===== config.mk =====
export PLATFORM = sky130hd
export DESIGN_NAME = rxic_top
export DESIGN_NICKNAME = d
export VERILOG_FILES = /design/src/hw/rxic_pkg.sv /design/src/hw/rxic_top.sv /design/src/hw/rxic_buf.sv
export SDC_FILE = /design/constraint.sdc
export NUM_CORES = 1
export LEC_CHECK = 0
export BUFFER_PORTS_ARGS = -buffer_cell sky130_fd_sc_hd__buf_2
export CORE_UTILIZATION = 51
export DETAILED_ROUTE_END_ITERATION = 6
export PLACE_DENSITY = 0.74
export SLEW_MARGIN = 5
export SYNTH_ARGS = -nofsm -noshare
export SYNTH_HDL_FRONTEND = slang
export SYNTH_SLANG_ARGS = --single-unit

===== constraint.sdc =====
create_clock -name ref_clk -period 2.15 [get_ports ref_clk]
set_input_delay 0.43 -clock ref_clk [delete_from_list [all_inputs] [get_ports ref_clk]]
set_output_delay 0.43 -clock ref_clk [all_outputs]
set_load 0.005 [all_outputs]

===== src/hw/rxic_pkg.sv =====
/*
 * Constants shared by the receive interface control block and its buffer.
 * Assumes a 200 MHz ref_clk that samples every pin and the recovered line clocks.
 */
package rxic_pkg;
	// ==========================================================
	// Geometry
	localparam int RXIC_NCH = 2;          // Channels served
	localparam int RXIC_WIN = 4;          // Decoder look-back window in bits
	localparam int RXIC_BUF_DEPTH = 2;    // Entries in the output buffer
	localparam int RXIC_WORD_W = 2;       // Positive rail plus negative/violation rail

	// ==========================================================
	// Bit positions inside the synchronised pin vector
	localparam int RXIC_ASY_W = 12;       // Width of the pin vector
	localparam int RXIC_P_LCLK = 0;       // Recovered line clocks, two bits
	localparam int RXIC_P_LPOS = 2;       // Positive line pulses, two bits
	localparam int RXIC_P_LNEG = 4;       // Negative line pulses, two bits
	localparam int RXIC_P_LOS = 6;        // Raw loss detector outputs, two bits
	localparam int RXIC_P_EQ = 8;         // Equaliser enable pins, two bits
	localparam int RXIC_P_RECEIVER_TURN_ON = 10;      // Receiver turn-on / serial data in
	localparam int RXIC_P_CINV = 11;      // Clock invert / chip select

	// ==========================================================
	// Reset values
	localparam logic [RXIC_ASY_W-1:0] RXIC_ASY_RST = 12'h000;
	localparam logic [RXIC_WIN-1:0] RXIC_WIN_RST = 4'h0;
	localparam logic [RXIC_NCH-1:0] RXIC_CH_RST = 2'h0;
endpackage


===== src/hw/rxic_top.sv =====
/*
 * Receive interface control for a two-channel line interface: decodes the
 * sliced line pulses, launches rails and recovered clock, and maps the shared
 * control pins between hardware mode and host mode.
 * Assumes every pin input is asynchronous to the 200 MHz ref_clk and that the
 * host register file and serial port logic run on ref_clk.
 */
`timescale 1ns/1ps
module rxic_top import rxic_pkg::*; #(
	parameter int NCH = RXIC_NCH
) (
	// Clock and reset
	input wire logic ref_clk,
	input wire logic sys_rst,
	// Mode select pin
	input wire logic host_mode_pin,
	// Shared control pins
	input wire logic [NCH-1:0] rx_equalizer_enable_pin,
	input wire logic receiver_turn_on,
	input wire logic rx_clock_invert_pin,
	input wire logic rx_monitor_mode_pin_in,
	output logic rx_monitor_mode_pin_out,
	output logic rx_monitor_mode_pin_oe_n,
	// Line side, from the slicers and clock recovery
	input wire logic [NCH-1:0] line_clock,
	input wire logic [NCH-1:0] line_pos,
	input wire logic [NCH-1:0] line_neg,
	input wire logic [NCH-1:0] los_detect,
	// Host register bits
	input wire logic [NCH-1:0] host_equalizer_bit,
	input wire logic [NCH-1:0] host_receiver_enable,
	input wire logic [NCH-1:0] host_monitor_bit,
	input wire logic [NCH-1:0] rx_clock_invert_bit,
	input wire logic [NCH-1:0] single_rail,
	input wire logic [NCH-1:0] decoder_enable,
	input wire logic [NCH-1:0] hdb3_select,
	// Serial host port connections
	output logic serial_data_in,
	output logic serial_chip_select,
	input wire logic serial_data_out,
	input wire logic serial_out_drive,
	// Analog control outputs
	output logic [NCH-1:0] rx_equalizer_on,
	output logic [NCH-1:0] receiver_enabled,
	output logic [NCH-1:0] monitor_active,
	output logic [NCH-1:0] signal_loss_alarm,
	// Framer side
	output logic [NCH-1:0] recovered_clock_out,
	output logic [NCH-1:0] rx_positive_data,
	output logic [NCH-1:0] rx_negative_data,
	output logic host_mode
);
	// ==========================================================
	// Pin synchronisers
	logic [RXIC_ASY_W-1:0] asy_raw;   // Asynchronous pins except the monitor and mode pins
	logic [RXIC_ASY_W-1:0] s1;        // First stage, read by s2 only
	logic [RXIC_ASY_W-1:0] s2;        // Second stage
	logic [RXIC_ASY_W-1:0] s3;        // Third stage
	logic [RXIC_ASY_W-1:0] filt;      // Agreed pin levels
	logic mon_s1;                     // Monitor pin, first stage
	logic mon_s2;                     // Monitor pin, second stage
	logic mon_s3;                     // Monitor pin, third stage
	logic mon_f;                      // Agreed monitor pin level
	logic mode_s1;                    // Mode pin, first stage
	logic mode_s2;                    // Mode pin, second stage
	logic mode_s3;                    // Mode pin, third stage

	assign asy_raw = {rx_clock_invert_pin, receiver_turn_on, rx_equalizer_enable_pin,
		los_detect, line_neg, line_pos, line_clock};

	// Three stages; a level counts once stages two and three agree
	always_ff @(posedge ref_clk) begin
		if (sys_rst) begin
			s1 <= RXIC_ASY_RST;
			s2 <= RXIC_ASY_RST;
			s3 <= RXIC_ASY_RST;
			filt <= RXIC_ASY_RST;
			{mon_s1, mon_s2, mon_s3, mon_f} <= 4'h0;
			{mode_s1, mode_s2, mode_s3, host_mode} <= 4'h0;
		end else begin
			s1 <= asy_raw;
			s2 <= s1;
			s3 <= s2;
			filt <= (s2 & s3) | (filt & (s2 ^ s3));
			mon_s1 <= rx_monitor_mode_pin_in;
			mon_s2 <= mon_s1;
			mon_s3 <= mon_s2;
			if (mon_s2 == mon_s3) begin
				mon_f <= mon_s3;
			end
			mode_s1 <= host_mode_pin;
			mode_s2 <= mode_s1;
			mode_s3 <= mode_s2;
			if (mode_s2 == mode_s3) begin
				host_mode <= mode_s3;
			end
		end
	end

	// Named slices of the agreed levels
	logic [NCH-1:0] lclk_f;           // Line clocks
	logic [NCH-1:0] lpos_f;           // Positive pulses
	logic [NCH-1:0] lneg_f;           // Negative pulses
	logic [NCH-1:0] los_f;            // Loss detectors
	logic [NCH-1:0] eq_f;             // Equaliser pins
	logic receiver_turn_on_f;                     // Turn-on pin
	logic cinv_f;                     // Invert pin

	assign lclk_f = filt[RXIC_P_LCLK +: NCH];
	assign lpos_f = filt[RXIC_P_LPOS +: NCH];
	assign lneg_f = filt[RXIC_P_LNEG +: NCH];
	assign los_f = filt[RXIC_P_LOS +: NCH];
	assign eq_f = filt[RXIC_P_EQ +: NCH];
	assign receiver_turn_on_f = filt[RXIC_P_RECEIVER_TURN_ON];
	assign cinv_f = filt[RXIC_P_CINV];

	// ==========================================================
	// Pin multiplexing by mode
	logic [NCH-1:0] next_inv;         // Effective clock invert per channel

	always_comb begin
		next_inv = host_mode ? rx_clock_invert_bit : {NCH{cinv_f}};
	end

	// Control outputs chosen from pins or host bits
	always_ff @(posedge ref_clk) begin
		if (sys_rst) begin
			rx_equalizer_on <= RXIC_CH_RST;
			receiver_enabled <= RXIC_CH_RST;
			monitor_active <= RXIC_CH_RST;
			signal_loss_alarm <= RXIC_CH_RST;
			serial_data_in <= 1'b0;
			serial_chip_select <= 1'b0;
			rx_monitor_mode_pin_out <= 1'b0;
			rx_monitor_mode_pin_oe_n <= 1'b1;
		end else begin
			if (host_mode) begin
				// Pins ignored, host bits steer the channels
				rx_equalizer_on <= host_equalizer_bit;
				receiver_enabled <= host_receiver_enable;
				monitor_active <= host_monitor_bit;
			end else begin
				rx_equalizer_on <= eq_f;
				receiver_enabled <= {NCH{receiver_turn_on_f}};
				monitor_active <= {NCH{mon_f}};
			end
			// Alarm held off while monitoring
			signal_loss_alarm <= los_f & ~(host_mode ? host_monitor_bit : {NCH{mon_f}});
			// Serial port views of the shared pins
			serial_data_in <= host_mode & receiver_turn_on_f;
			serial_chip_select <= host_mode & cinv_f;
			rx_monitor_mode_pin_out <= host_mode & serial_data_out;
			rx_monitor_mode_pin_oe_n <= ~(host_mode & serial_out_drive);
		end
	end

	// ==========================================================
	// Line decoder, one lane per channel
	logic [NCH-1:0] lclk_d;           // Line clock one cycle ago
	logic [NCH-1:0] lclk_dd;          // Line clock two cycles ago, times the launch
	logic [NCH-1:0] line_pulse;       // A pulse on either rail this bit
	logic [NCH-1:0] line_bpv;         // Pulse repeats the previous polarity
	logic [NCH-1:0] subst_hit;        // Violation completes a substitution pattern
	logic [RXIC_WIN-1:0] win_p [NCH]; // Positive pulse history, newest at 0
	logic [RXIC_WIN-1:0] win_n [NCH]; // Negative pulse history
	logic [RXIC_WIN-1:0] win_v [NCH]; // Violation flags aligned to history
	logic [NCH-1:0] last_pol;         // Polarity of the last pulse
	logic [NCH-1:0] seen_pulse;       // A pulse has been seen since reset
	logic [NCH-1:0] buf_in_ready;     // Buffer can take a word
	logic [NCH-1:0] buf_out_valid;    // Buffer holds a word
	logic [NCH-1:0] pop_req;          // Launch edge drains the buffer
	logic [RXIC_WORD_W-1:0] buf_in [NCH];  // Word written
	logic [RXIC_WORD_W-1:0] buf_out [NCH]; // Word launched
	logic [NCH-1:0] push_req;         // Word offered on a line clock rise

	// Rising or falling edge on a sampled clock
	function automatic logic edge_of(input logic now, input logic was, input logic rise);
		edge_of = rise ? (now && !was) : (!now && was);
	endfunction

	// Zero bits ahead of a violation that make it a substitution
	function automatic logic is_subst(input logic hdb3, input logic [RXIC_WIN-1:0] p,
			input logic [RXIC_WIN-1:0] n);
		logic [RXIC_WIN-1:0] any;
		any = p | n;
		is_subst = hdb3 ? (any[1:0] == 2'h0) : (any[0] == 1'b0);
	endfunction

	always_comb begin
		for (int c = 0; c < NCH; c++) begin
			push_req[c] = receiver_enabled[c] && edge_of(lclk_f[c], lclk_d[c], 1'b1);
			pop_req[c] = edge_of(lclk_d[c], lclk_dd[c], next_inv[c]);
			line_pulse[c] = lpos_f[c] | lneg_f[c];
			line_bpv[c] = line_pulse[c] && seen_pulse[c] && (lpos_f[c] == last_pol[c]);
			subst_hit[c] = single_rail[c] && decoder_enable[c] && line_bpv[c]
				&& is_subst(hdb3_select[c], win_p[c], win_n[c]);
			if (single_rail[c]) begin
				buf_in[c] = {win_p[c][RXIC_WIN-1] | win_n[c][RXIC_WIN-1],
					win_v[c][RXIC_WIN-1]};
			end else begin
				buf_in[c] = {win_p[c][RXIC_WIN-1], win_n[c][RXIC_WIN-1]};
			end
		end
	end

	// History shift on each accepted rise, substitutions zeroed in place
	always_ff @(posedge ref_clk) begin
		if (sys_rst) begin
			lclk_d <= RXIC_CH_RST;
			lclk_dd <= RXIC_CH_RST;
			last_pol <= RXIC_CH_RST;
			seen_pulse <= RXIC_CH_RST;
			for (int c = 0; c < NCH; c++) begin
				win_p[c] <= RXIC_WIN_RST;
				win_n[c] <= RXIC_WIN_RST;
				win_v[c] <= RXIC_WIN_RST;
			end
		end else begin
			lclk_d <= lclk_f;
			lclk_dd <= lclk_d;
			for (int c = 0; c < NCH; c++) begin
				if (push_req[c] && buf_in_ready[c]) begin
					if (subst_hit[c]) begin
						// Pattern zeroed; B3ZS keeps the data bit ahead of B
						win_p[c] <= {win_p[c][RXIC_WIN-2] & ~hdb3_select[c], 3'h0};
						win_n[c] <= {win_n[c][RXIC_WIN-2] & ~hdb3_select[c], 3'h0};
						win_v[c] <= {win_v[c][RXIC_WIN-2:0], 1'b0};
					end else begin
						win_p[c] <= {win_p[c][RXIC_WIN-2:0], lpos_f[c]};
						win_n[c] <= {win_n[c][RXIC_WIN-2:0], lneg_f[c] & ~lpos_f[c]};
						win_v[c] <= {win_v[c][RXIC_WIN-2:0], line_bpv[c]};
					end
					if (line_pulse[c]) begin
						last_pol[c] <= lpos_f[c];
						seen_pulse[c] <= 1'b1;
					end
				end
			end
		end
	end

	// ==========================================================
	// Output buffers, one per channel
	for (genvar g = 0; g < NCH; g++) begin : g_buf
		rxic_buf #(
			.W(RXIC_WORD_W),
			.DEPTH(RXIC_BUF_DEPTH)
		) u_buf (
			.ref_clk(ref_clk),
			.sys_rst(sys_rst),
			.in_valid(push_req[g]),
			.in_ready(buf_in_ready[g]),
			.in_data(buf_in[g]),
			.out_valid(buf_out_valid[g]),
			.out_ready(pop_req[g]),
			.out_data(buf_out[g])
		);
	end

	// Launch rails one cycle after the output clock's falling edge
	always_ff @(posedge ref_clk) begin
		if (sys_rst) begin
			recovered_clock_out <= RXIC_CH_RST;
			rx_positive_data <= RXIC_CH_RST;
			rx_negative_data <= RXIC_CH_RST;
		end else begin
			recovered_clock_out <= lclk_f ^ next_inv;
			for (int c = 0; c < NCH; c++) begin
				if (!receiver_enabled[c]) begin
					// Receiver off, rails quiet
					rx_positive_data[c] <= 1'b0;
					rx_negative_data[c] <= 1'b0;
				end else if (pop_req[c] && buf_out_valid[c]) begin
					rx_positive_data[c] <= buf_out[c][1];
					rx_negative_data[c] <= buf_out[c][0];
				end
			end
		end
	end

	for (genvar g = 0; g < NCH; g++) begin : g_launch

	end
endmodule


===== src/hw/rxic_buf.sv =====
/*
 * Small FIFO with valid/ready on both sides, depth and width as parameters.
 * Assumes a single clock domain and a synchronous active-high reset.
 */
`timescale 1ns/1ps
module rxic_buf import rxic_pkg::*; #(
	parameter int W = RXIC_WORD_W,
	parameter int DEPTH = RXIC_BUF_DEPTH
) (
	// Clock and reset
	input wire logic ref_clk,
	input wire logic sys_rst,
	// Fill side
	input wire logic in_valid,
	output logic in_ready,
	input wire logic [W-1:0] in_data,
	// Drain side
	output logic out_valid,
	input wire logic out_ready,
	output logic [W-1:0] out_data
);
	localparam int AW = (DEPTH > 1) ? $clog2(DEPTH) : 1;

	// ==========================================================
	// Storage
	logic [W-1:0] mem [DEPTH];        // Entries
	logic [AW-1:0] wr_ptr;            // Next slot written
	logic [AW-1:0] rd_ptr;            // Oldest slot
	logic [AW:0] count;               // Entries held
	logic push;                       // Word accepted
	logic pop;                        // Word taken

	assign push = in_valid && in_ready;
	assign pop = out_valid && out_ready;
	assign in_ready = (count != (AW+1)'(DEPTH));
	assign out_valid = (count != '0);
	assign out_data = mem[rd_ptr];

	// Pointer wrap
	function automatic logic [AW-1:0] bump(input logic [AW-1:0] p);
		bump = (p == AW'(DEPTH - 1)) ? '0 : p + AW'(1);
	endfunction

	// Write port
	always_ff @(posedge ref_clk) begin
		if (push) begin
			mem[wr_ptr] <= in_data;
		end
	end

	// Pointers and occupancy
	always_ff @(posedge ref_clk) begin
		if (sys_rst) begin
			wr_ptr <= '0;
			rd_ptr <= '0;
			count <= '0;
		end else begin
			if (push) begin
				wr_ptr <= bump(wr_ptr);
			end
			if (pop) begin
				rd_ptr <= bump(rd_ptr);
			end
			count <= count + (AW+1)'(push) - (AW+1)'(pop);
		end
	end
endmodule


=== After elaboration in Yosys (flattened, before gate mapping) ===
Memory sizes are Yosys's and may differ from the RTL's. A register that Yosys moved wholly into a read port is not among the register bits.
Index checks and enable logic that the tools add are counted.

* Memories kept: 5
* Input port bits: 32
* Output and inout port bits: 19
* Memory bits (writable): 32
* Register bits after elaboration: 86
* Logic and storage cells: 178

{| class="wikitable"
|+ Memory list
! memory !! depth !! width !! read ports !! clocked after Yosys merged registers in !! wr ports !! line !! source
|-
| win_n || 2 || 4 || 2 || 0 || 2 || rxic_top.sv:165 || <nowiki>logic [RXIC_WIN-1:0] win_n [NCH];</nowiki>
|-
| win_p || 2 || 4 || 2 || 0 || 2 || rxic_top.sv:164 || <nowiki>logic [RXIC_WIN-1:0] win_p [NCH];</nowiki>
|-
| win_v || 2 || 4 || 2 || 0 || 2 || rxic_top.sv:166 || <nowiki>logic [RXIC_WIN-1:0] win_v [NCH];</nowiki>
|-
| g_buf[0].u_buf.mem || 2 || 2 || 1 || 1 || 1 || rxic_buf.sv:26 || <nowiki>logic [W-1:0] mem [DEPTH];</nowiki>
|-
| g_buf[1].u_buf.mem || 2 || 2 || 1 || 1 || 1 || rxic_buf.sv:26 ||
|}

* Eq/ne operators: 6
* Muxes and demuxes: 48
* Bitwise gates (word level): 44
* Add/sub/neg operators: 8
* Reduce and logical (&&, ||, !) cells: 34

{| class="wikitable"
|+ Operators by type and width
! cell !! count
|-
| $mux 4 || 12
|-
| $mux 1 || 30
|-
| $and 12x12->12 || 2
|-
| $logic_and 1x1->1 || 22
|-
| $or 1x1->1 || 16
|-
| $mux 2 || 6
|-
| $or 12x12->12 || 1
|-
| $xor 12x12->12 || 1
|-
| $and 1x1->1 || 10
|-
| $not 1->1 || 9
|-
| $add 1x1->1 const B || 4
|-
| $add 2x1->2 || 2
|-
| $eq 1x1->1 || 4
|-
| $logic_not 1->1 || 4
|-
| $logic_not 2->1 || 2
|-
| $ne 2x2->1 const B || 2
|-
| $or 2x2->2 || 2
|-
| $reduce_and 2->1 || 2
|-
| $reduce_bool 2->1 || 2
|-
| $reduce_or 2->1 || 2
|-
| $sub 2x1->2 || 2
|-
| $and 2x2->2 || 1
|-
| $not 2->2 || 1
|-
| $xor 2x2->2 || 1
|}

=== Depth between registers and ports, before layout ===
Gate-level depths: netlist of run 1.

* Word-level depth: 11
* Depth in mapped cells: 9
* Gate-level depth less buffers: 9

=== Hierarchy ===
A second synthesis of run 1 with hierarchy kept.

* Cell total of the unflattened synthesis: 381
* Area, all modules: 4510.6 µm²

{| class="wikitable"
|+ Modules (own cells, without submodules)
! module !! cells an instance !! area an instance (µm²) !! instances
|-
| rxic_top || 321 || 3749.8 || 1
|-
| rxic_buf || 30 || 380.4 || 2
|}

=== Worst setup path before layout of run 1 ===
No wires, ideal clock.

* Path type: flip-flop to flip-flop
* Start point: reg host_mode
* End point: reg g_buf[0].u_buf.count[1]
* Arrival time: 1.985 ns
* Cell stages (with the launch flop): 10
* Setup slack: 0.038 ns
* Buffers on the path: 0
* Period minus slack after synthesis: 2.112 ns
* Path through: dfxtp_1 -> mux2_4 -> mux2_4 -> nor2_1 -> ha_1 -> inv_1 -> ha_1 -> xor2_1 -> xnor2_1 -> nor2_1

* Cells in the longest elaborated chain, start to end: 4

{| class="wikitable"
|+ Ends and longest elaborated chain
! item !! line !! source
|-
| start, declared || rxic_top.sv:51 || <nowiki>output logic host_mode</nowiki>
|-
| start signal, assigned || rxic_top.sv:95 || <nowiki>host_mode <= mode_s3;</nowiki>
|-
| $mux 2 || rxic_top.sv:122 || <nowiki>next_inv = host_mode ? rx_clock_invert_bit : {NCH{cinv_f}};</nowiki>
|-
| $mux 1 || rxic_top.sv:178 || <nowiki>edge_of = rise ? (now && !was) : (!now && was);</nowiki>
|-
| $logic_and 1x1->1 || rxic_buf.sv:34 || <nowiki>assign pop = out_valid && out_ready;</nowiki>
|-
| via g_buf[0].u_buf.pop || rxic_buf.sv:31 || <nowiki>logic pop;</nowiki>
|-
| $sub 2x1->2 || rxic_buf.sv:64 || <nowiki>count <= count + (AW+1)'(push) - (AW+1)'(pop);</nowiki>
|-
| end signal, assigned || rxic_buf.sv:64 ||
|-
| end, declared || rxic_buf.sv:29 || <nowiki>logic [AW:0] count;</nowiki>
|}

The timed path passes the listed nets, and every way through them passes these cells.
A chain may end at the register's enable or synchronous reset.

=== Worst setup path in the final report of run 1 ===
Same ends and word-level chain as after synthesis.

==> impl.org, run 1 <==
** Outcome
- The flow ran to the end, and the final reports show no timing, DRC or antenna violations.

** Timing
- In this run the tightest slew margin relative to its limit is 0.662.
- Across all hold checks on the routed design, the worst slack comes to 0.0963 ns.
- Static timing analysis puts the maximum clock frequency at between 400 and 500 MHz.
- Final Hold Vio Count :: 0
- Of the available clock period, the critical path in the final layout requires 0.958.
- Setup violations remaining at the end of the flow were counted as 0.
- For the finished layout, the period the worst path requires is 2.06 ns.
- The final max-slew violation count is 0.
- TNS Setup :: 0 ns
- For the pin with the worst max-slew slack, the measured transition is a little over 0.5 ns.
- Maximum clock skew at final layout :: 0.00633 ns

** Logic synthesis
- In the post-synthesis netlist, the cell with the most instances is sky130_fd_sc_hd__dfxtp_1.
- Of the total synthesized cell area, the portion taken by AND, OR, NAND and NOR gates is 0.183.
- By area the synthesized netlist is led by sky130_fd_sc_hd__dfxtp_1, sky130_fd_sc_hd__edfxtp_1, sky130_fd_sc_hd__nor2b_1.
- Multiplexer area fraction after synthesis :: 0.0369
- Unique masters post-synth :: 36
- Synthesized instance count :: ~380
- Predominant post-synthesis flop cell :: sky130_fd_sc_hd__dfxtp_1
- Of the total synthesized cell area, the portion taken by XOR and XNOR cells is 0.0159.
- Synth Register Bits :: between 100 and 150
- Synthesized-area fraction occupied by adder cells :: 0.0454
- The post-synthesis compound-gate area fraction came to 0.0709.
- For this run, the number of Yosys warnings is 0.
- The number of nets in the synthesized netlist is 430.
- The share of synthesized area in the top cell type comes to 0.409.
- Most common library cells after synthesis :: sky130_fd_sc_hd__dfxtp_1, sky130_fd_sc_hd__nor2b_1, sky130_fd_sc_hd__edfxtp_1
- The largest total area in the synthesized netlist belongs to sky130_fd_sc_hd__dfxtp_1.
- Counting flops with a built-in enable in the synthesized netlist gives 32.
- Register area share after synthesis :: 0.627
- Post-Syn Area :: around 0.0044 mm^2
- For this run, asynchronously set or reset flops after synthesis account for 0.
- Syn avg cell area :: about 12 um^2
- Largest family of logic cells by synthesized area :: simple AND/OR/NAND/NOR gates

** Floorplan
- 51 I/O pins were placed.
- Die width :: about 95 um
- Area of the core region :: just over 0.008 mm^2
- Chip height :: 95.0 um
- Site Rows :: 33
- The die covers ~0.0090 mm^2.
- For this configuration, the core starts out at a cell density of 0.531.

** Worst setup path
- The worst register-to-register path begins at host_mode.
- In this run the worst path has a maximum fanout of 4.
- Worst endpoint required time :: between 2 and 3 ns
- Slack of the worst reg-to-reg path :: around 0.09 ns
- Data arrives at the worst endpoint at approximately 2.5 ns.
- Crit. Startpoint :: host_mode
- Worst setup EP type :: flop
- Kind of launch point of the worst setup path :: flop
- Classification of the worst setup path :: reg -> reg

** Clock network
- The clock net in this run drives a total of between 100 and 150 sinks.
- Clock tree from TritonCTS :: yes
- Largest buffer count on any clock path :: 2
- The later pin in the worst-skew pair is clocked with a latency of 0.50 ns.
- After clock tree synthesis, the clock-pin slew on the worst setup and hold paths is approximately 0.05 ns.
- Buffer type at the clock tree root :: sky130_fd_sc_hd__clkbuf_8
- CTS HTree Levels :: 4
- Number of buffers created by CTS :: 17
- Count of hold-fix buffers inserted at cts :: 0

** Hold path
- Launch point of the worst hold path :: serial_out_drive
- Hold crit path type :: in -> reg

** GRT
- Global-route wire length before repair :: 12.7 mm
- Entering global routing, the biggest net connects 45 pins.
- GRT Util Overall :: 0.188
- Overflow after GRT :: 0
- Number of antenna violations at the first check in global routing :: 0
- The number of global-route vias before repair was 2820.

** Detailed routing
- Routed Antenna Nets :: 0
- Residual DRC :: 0
- Vias per inst :: 4.96
- Routed wire length :: 7.45 mm
- Initial drt markers :: 162
- In the final routed layout, each cell accounts on average for around 13 um.
- The final route contains around 2800 vias.
- Before antenna repair, the detailed router went through 4 iterations.

** Finish
- At the end of the flow the core is filled with cells to 0.654.
- Relative to the synthesized area, the layout overhead comes to 23.1%.
- Of the cells placed in the final design, the portion with a size suffix greater than 1 is 0.222.
- Finished layout cell area :: ~0.0054 mm^2
- Final-stage net count :: approximately 500
- Counting the fill cells in the layout gives 616.
- Number of inserted diodes :: 0

** Placed design
- In this run the cell area measured after placement is roughly 0.0048 mm^2.
- The congestion estimate from routability-driven global placement came to 0.753.
- Half-perimeter wire length after detailed placement :: a little under 5 mm
- In this run the tool buffered the top-level ports with 50 buffer cells.

** Power and ir drop
- The analysis attributes to cell leakage a power of approximately 2.3 nW.
- Tot Pwr :: about 5.2 mW
- IR analysis of the VDD net gives a maximum drop of a little over 0.5 mV.
- Dividing total power by cell area gives a power density of 961 mW/mm^2.

** Flow run
- Across the run, the number of max-cap violations was 0.
[sequential cells by signal (all words and copies together) (netlist names), 4 cells and up]
register	cells
win_v	8
win_n	8
s3	12
s2	12
g_buf.u_buf.count	4
g_buf.u_buf.mem	8
filt	12
s1	12
win_p	8
[metrics by stage]
step	std cells	setup slack (ns)
after floorplan	382	0.0377
after global placement	536	0.00258
after detailed placement	536	-0.0863
after CTS	568	0.0400
after global routing	568	-0.0441
final	568	0.0910
[layout make-up]
cell class,instances,area [um^2],area share
sequential,122,2770,0.510
inverter,12,45.0,0.00830
timing repair buffer,62,340,0.0627
clock buffer,24,482,0.0888
tap,105,131,0.0242
clock inverter,8,90.1,0.0166
multi-input combinational,235,1570,0.290
[kinds of logic after synthesis]
family | count (synthesis)
AO/OA/AOI/OAI | 54
XOR/XNOR | 8
adder cells (fa/ha/maj) | 16
buffers and inverters | 25
flip-flops | 122
multiplexers | 14
AND/OR/NAND/NOR | 143
[critical path: stages, from the launching register on]
cell,delay (ns)
sky130_fd_sc_hd__dfxtp_4,0.37
sky130_fd_sc_hd__mux2_4,0.32
sky130_fd_sc_hd__mux2_4,0.32
sky130_fd_sc_hd__nor2_2,0.12
sky130_fd_sc_hd__ha_1,0.24
sky130_fd_sc_hd__inv_1,0.07
sky130_fd_sc_hd__ha_1,0.16
sky130_fd_sc_hd__xor2_1,0.16
sky130_fd_sc_hd__xnor2_1,0.14
sky130_fd_sc_hd__nor2_1,0.05
[layer usage]
| metal | wire length, um | vias to the layer above | share of wire | GRT usage |
|---|---|---|---|---|
| met3 | 337 | 6 | 0.045 | 0.0612 |
| met5 | 0 | - | 0 | 0 |
| met1 | 3430 | 1298 | 0.46 | 0.216 |
| li1 | - | 1439 | - | - |
| met4 | 68 | 0 | 0.0091 | 0.0795 |
| met2 | 3610 | 74 | 0.49 | 0.321 |
[path summary, 6_finish.rpt]
kind                            cells after the start                        to
worst max-delay path                                9   g_buf[0].u_buf.count[1]
worst min-delay path                                2  rx_monitor_mode_pin_oe_n
worst max register to register                      9   g_buf[0].u_buf.count[1]
worst min register to register                      1                     s2[5]
[where the power goes]
part | internal [mW] | switching [mW]
Sequential | 2.40 | 0.0165
Clock | 1.77 | 0.911
Combinational | 0.0543 | 0.0629
[placed cells by master, fill, tap and decap left out, types with 7 or more instances in the layout]
cell type	netlist	layout
sky130_fd_sc_hd__nand2_1	13	13
sky130_fd_sc_hd__o21ai_0	10	10
sky130_fd_sc_hd__clkbuf_16	0	17
sky130_fd_sc_hd__a21oi_1	30	30
sky130_fd_sc_hd__ha_1	16	15
sky130_fd_sc_hd__and2_1	17	17
sky130_fd_sc_hd__edfxtp_1	32	32
sky130_fd_sc_hd__nor2b_1	50	50
sky130_fd_sc_hd__nand2b_1	7	7
sky130_fd_sc_hd__buf_2	1	50
sky130_fd_sc_hd__mux2i_1	8	8
sky130_fd_sc_hd__buf_4	0	12
sky130_fd_sc_hd__nor2_1	30	28
sky130_fd_sc_hd__dfxtp_1	90	89
sky130_fd_sc_hd__inv_1	11	11
[what timing repair did]
action / 4_1_cts / 5_1_grt
setup buffers: 0 / 0
pin swaps: 0 / 2
gates resized for setup: 2 / 5
setup endpoints to repair: 2 / 2
Power figures use the tool's default switching activity.
==> run 2: changes to the inputs <==
PLACE_DENSITY = unset   (was 0.74)
PLACE_DENSITY_LB_ADDON = 0.1   (was unset)
==> impl.org, run 2 (same netlist as run 1, synthesis figures left out) <==
** Placed design
- The global placer's final weighted congestion is 0.819 (+8.7%).
- Number of placed cells counting well taps :: 536 (unchanged)
- The number of input and output port buffers inserted was 50 (unchanged).
- Placed standard-cell area :: 0.00483 mm^2 (unchanged)
- Half-perimeter wire length after detailed placement :: 5.09 mm (+2.7%)

** Power and ir drop
- Portion of total power attributed to combinational logic :: 0.022 (about the same)
- The clock network fraction of design power was 0.541 (+0.028).
- The share of total power consumed by net switching came to 0.202 (+0.0119).
- The leakage power summed over all cells was 2.30 nW (+0.89%).
- Total power density per cell area :: 1010 mW/mm^2 (+4.8%)
- The overall power consumption came to 5.53 mW (+6.1%).
- Net Switching :: 1.12 mW (+13%)
- Proportion of power drawn by flip-flops and latches :: 0.437 (-0.027)
- Worst-case vdd ir drop :: 0.780 mV (+53%)
- The design internal power is 4.42 mW (+4.6%).

** Clock network
- Number of sinks handled by clock tree synthesis :: 122 (unchanged)
- The total clock buffers created by CTS was 17 (unchanged).
- The clock-pin slew on the worst setup and hold paths was 0.06 ns (about the same).
- CTS HTree Levels :: 4 (unchanged)
- The clock latency at the later pin of the worst-skew pair came to 0.51 ns (about the same).
- The cell sitting at the root of the clock tree is a sky130_fd_sc_hd__clkbuf_8.
- Largest buffer count on any clock path :: 2 (unchanged)
- TritonCTS built the clock tree.

** Worst setup path
- Worst setup EP type :: flop
- The worst-case reg-to-reg path depth was 9 (unchanged).
- Data arrival time of the worst path :: 2.45 ns (about the same)
- The top fanout value on the critical path came to 3 (-1).
- Worst endpoint required time :: 2.53 ns (about the same)
- By startpoint and endpoint, the worst setup path is classified as reg -> reg.
- STA classifies the critical path startpoint as a flop.

** Flow run
- The max-capacitance violation count is 0 (unchanged).

** Floorplan
- Site Rows :: 33 (unchanged)
- The width of the die came to 95.0 um (unchanged).
- Total die area :: 0.00902 mm^2 (unchanged)
- Chip height :: 95.0 um (unchanged)
- Starting utilization of the core area :: 0.531 (unchanged)
- Area of the core region :: 0.00830 mm^2 (unchanged)
- The count of boundary I/O pins came to 51 (unchanged).

** Finish
- Compared with the post-synthesis result, the final layout area differs by 24.7%.
- Final cell utilization of the core :: 0.662 (+0.00859)
- Finished layout cell area :: 0.00550 mm^2 (+1.3%)
- Most common cell after layout, fill and taps aside :: sky130_fd_sc_hd__dfxtp_1
- The final non-filler cell total came to 569 (+0.18%).
- The share of cells above drive strength 1 was 0.231 (+0.00814).
- Final-stage net count :: 499 (+0.20%)
- The count of inserted antenna diode cells came to 0 (unchanged).
- Commonest cells after routing, fill and taps aside :: sky130_fd_sc_hd__dfxtp_1, sky130_fd_sc_hd__nor2b_1, sky130_fd_sc_hd__buf_2
- Filler Cell Count :: 658 (+6.8%)

** Detailed routing
- Routed Antenna Nets :: 0 (unchanged)
- Routed wire length :: 7.64 mm (+2.6%)
- Residual DRC :: 0 (unchanged)
- The number of iterations in the first detailed-routing pass was 4 (unchanged).
- The count of routing violations after the opening detailed-route iteration came to 58 (-64%).
- The met3 wire length is 347 um (+3.0%).
- The per-cell via count in the routed design was 5.03 (+1.5%).
- The total via count after detailed routing is 2863 (+1.6%).
- Top routing layer in use :: met4
- The routed metal-1 wire length is 3.56 mm (+3.7%).
- The average wire length per cell after detail routing is 13.4 um (+2.5%).
- Wire length on met2 :: 3.60 mm (-0.42%)

** Timing
- TNS Setup :: 0 ns (unchanged)
- The final max-slew violation count is 0 (unchanged).
- The slew at the pin with the worst max-slew slack came to 0.508 ns (+0.00294 ns).
- The number of failing hold endpoints at the final stage is 0 (unchanged).
- The maximum achievable frequency was 485 MHz (-0.20%).
- The setup-violating endpoint count in the final report is 0 (unchanged).
- The minimum period implied by the final worst setup slack came to 2.06 ns (+0.00417 ns).
- The remaining max-slew budget at the tightest pin came to 0.661 (-0.00196).
- Maximum clock skew at final layout :: 0.0106 ns (+0.00430 ns)
- Post-route clock period utilization :: 0.960 (+0.00194)

** Outcome
- The flow ran to the end, and the final reports show no timing, DRC or antenna violations.

** GRT
- The total congestion overflow came to 0 (unchanged).
- GRT Util Overall :: 0.187 (-0.000838)
- Pin count of the biggest net entering global routing :: 41 (-8.9%)
- The first-pass GRT wire length was 12.6 mm (-0.87%).
- The initial antenna violation count came to 0 (unchanged).
- Number of global-route vias before repair :: 2754 (-2.3%)

** Hold path
- In this run the worst hold path is classified as in -> reg.
- Hold Path Depth :: 2 (unchanged)
==> run 2: final cells by class <==
| class | instances | area (um^2) | share of cell area |
|---|---|---|---|
| inverter | 12 | 45.0 | 0.00819 |
| timing repair buffer | 63 | 348 | 0.0633 |
| sequential | 122 | 2770 | 0.503 |
| multi-input combinational | 235 | 1570 | 0.286 |
| tap | 105 | 131 | 0.0239 |
| clock buffer | 19 | 443 | 0.0806 |
| clock inverter | 13 | 190 | 0.0346 |
==> run 2: per-stage QoR <==
stage          hold slack, ns  worst slack, ns
2_1_floorplan           0.414           0.0377
3_3_place_gp            0.420          -0.0583
3_5_place_dp            0.422           -0.101
4_1_cts                0.0626          0.00373
5_1_grt                0.0709         -0.00304
6_report               0.0828           0.0868
==> run 2: critical path, cell delays in order, from the launching register on <==
cell and delay (ns):
sky130_fd_sc_hd__dfxtp_4 0.36, sky130_fd_sc_hd__mux2_4 0.31, sky130_fd_sc_hd__mux2_4 0.33, sky130_fd_sc_hd__nor2_4 0.16, sky130_fd_sc_hd__ha_4 0.22, sky130_fd_sc_hd__inv_2 0.05, sky130_fd_sc_hd__ha_2 0.17, sky130_fd_sc_hd__xor2_1 0.17
sky130_fd_sc_hd__xnor2_1 0.13, sky130_fd_sc_hd__nor2_1 0.05
==> run 2: repair_timing <==
action | CTS | global route
gates resized for setup | 1 | 6
endpoints found under the setup margin | 1 | 1
hold buffers | 0 | 0
gates cloned | 0 | 0
pin swaps | 0 | 3
buffers inserted | 0 | 1
==> run 2: path summary, 6_finish.rpt <==
path,start,to,slack (ns)
hold / removal,serial_out_drive,rx_monitor_mode_pin_oe_n,0.08
hold reg to reg,s1[5],s2[5],0.44
setup / recovery,host_mode,g_buf[0].u_buf.count[1],0.09
setup reg to reg,host_mode,g_buf[0].u_buf.count[1],0.09
==> run 2: power by group through the flow <==
| stage | Sequential, mW | Combinational [mW] | Clock (mW) |
|---|---|---|---|
| after floorplan | 2.46 | 0.0705 | 0 |
| after global placement | 2.47 | 0.120 | 0 |
| after detailed placement | 2.47 | 0.123 | 0 |
| after CTS | 2.42 | 0.124 | 3.03 |
| after global routing | 2.42 | 0.137 | 3.13 |
| final | 2.42 | 0.122 | 2.99 |
==> run 2: per-layer routing <==
| metal | GRT usage | vias up |
|---|---|---|
| met5 | 0 | - |
| met4 | 0.0808 | 0 |
| met3 | 0.0684 | 15 |
| met2 | 0.300 | 70 |
| met1 | 0.226 | 1340 |
| li1 | - | 1438 |
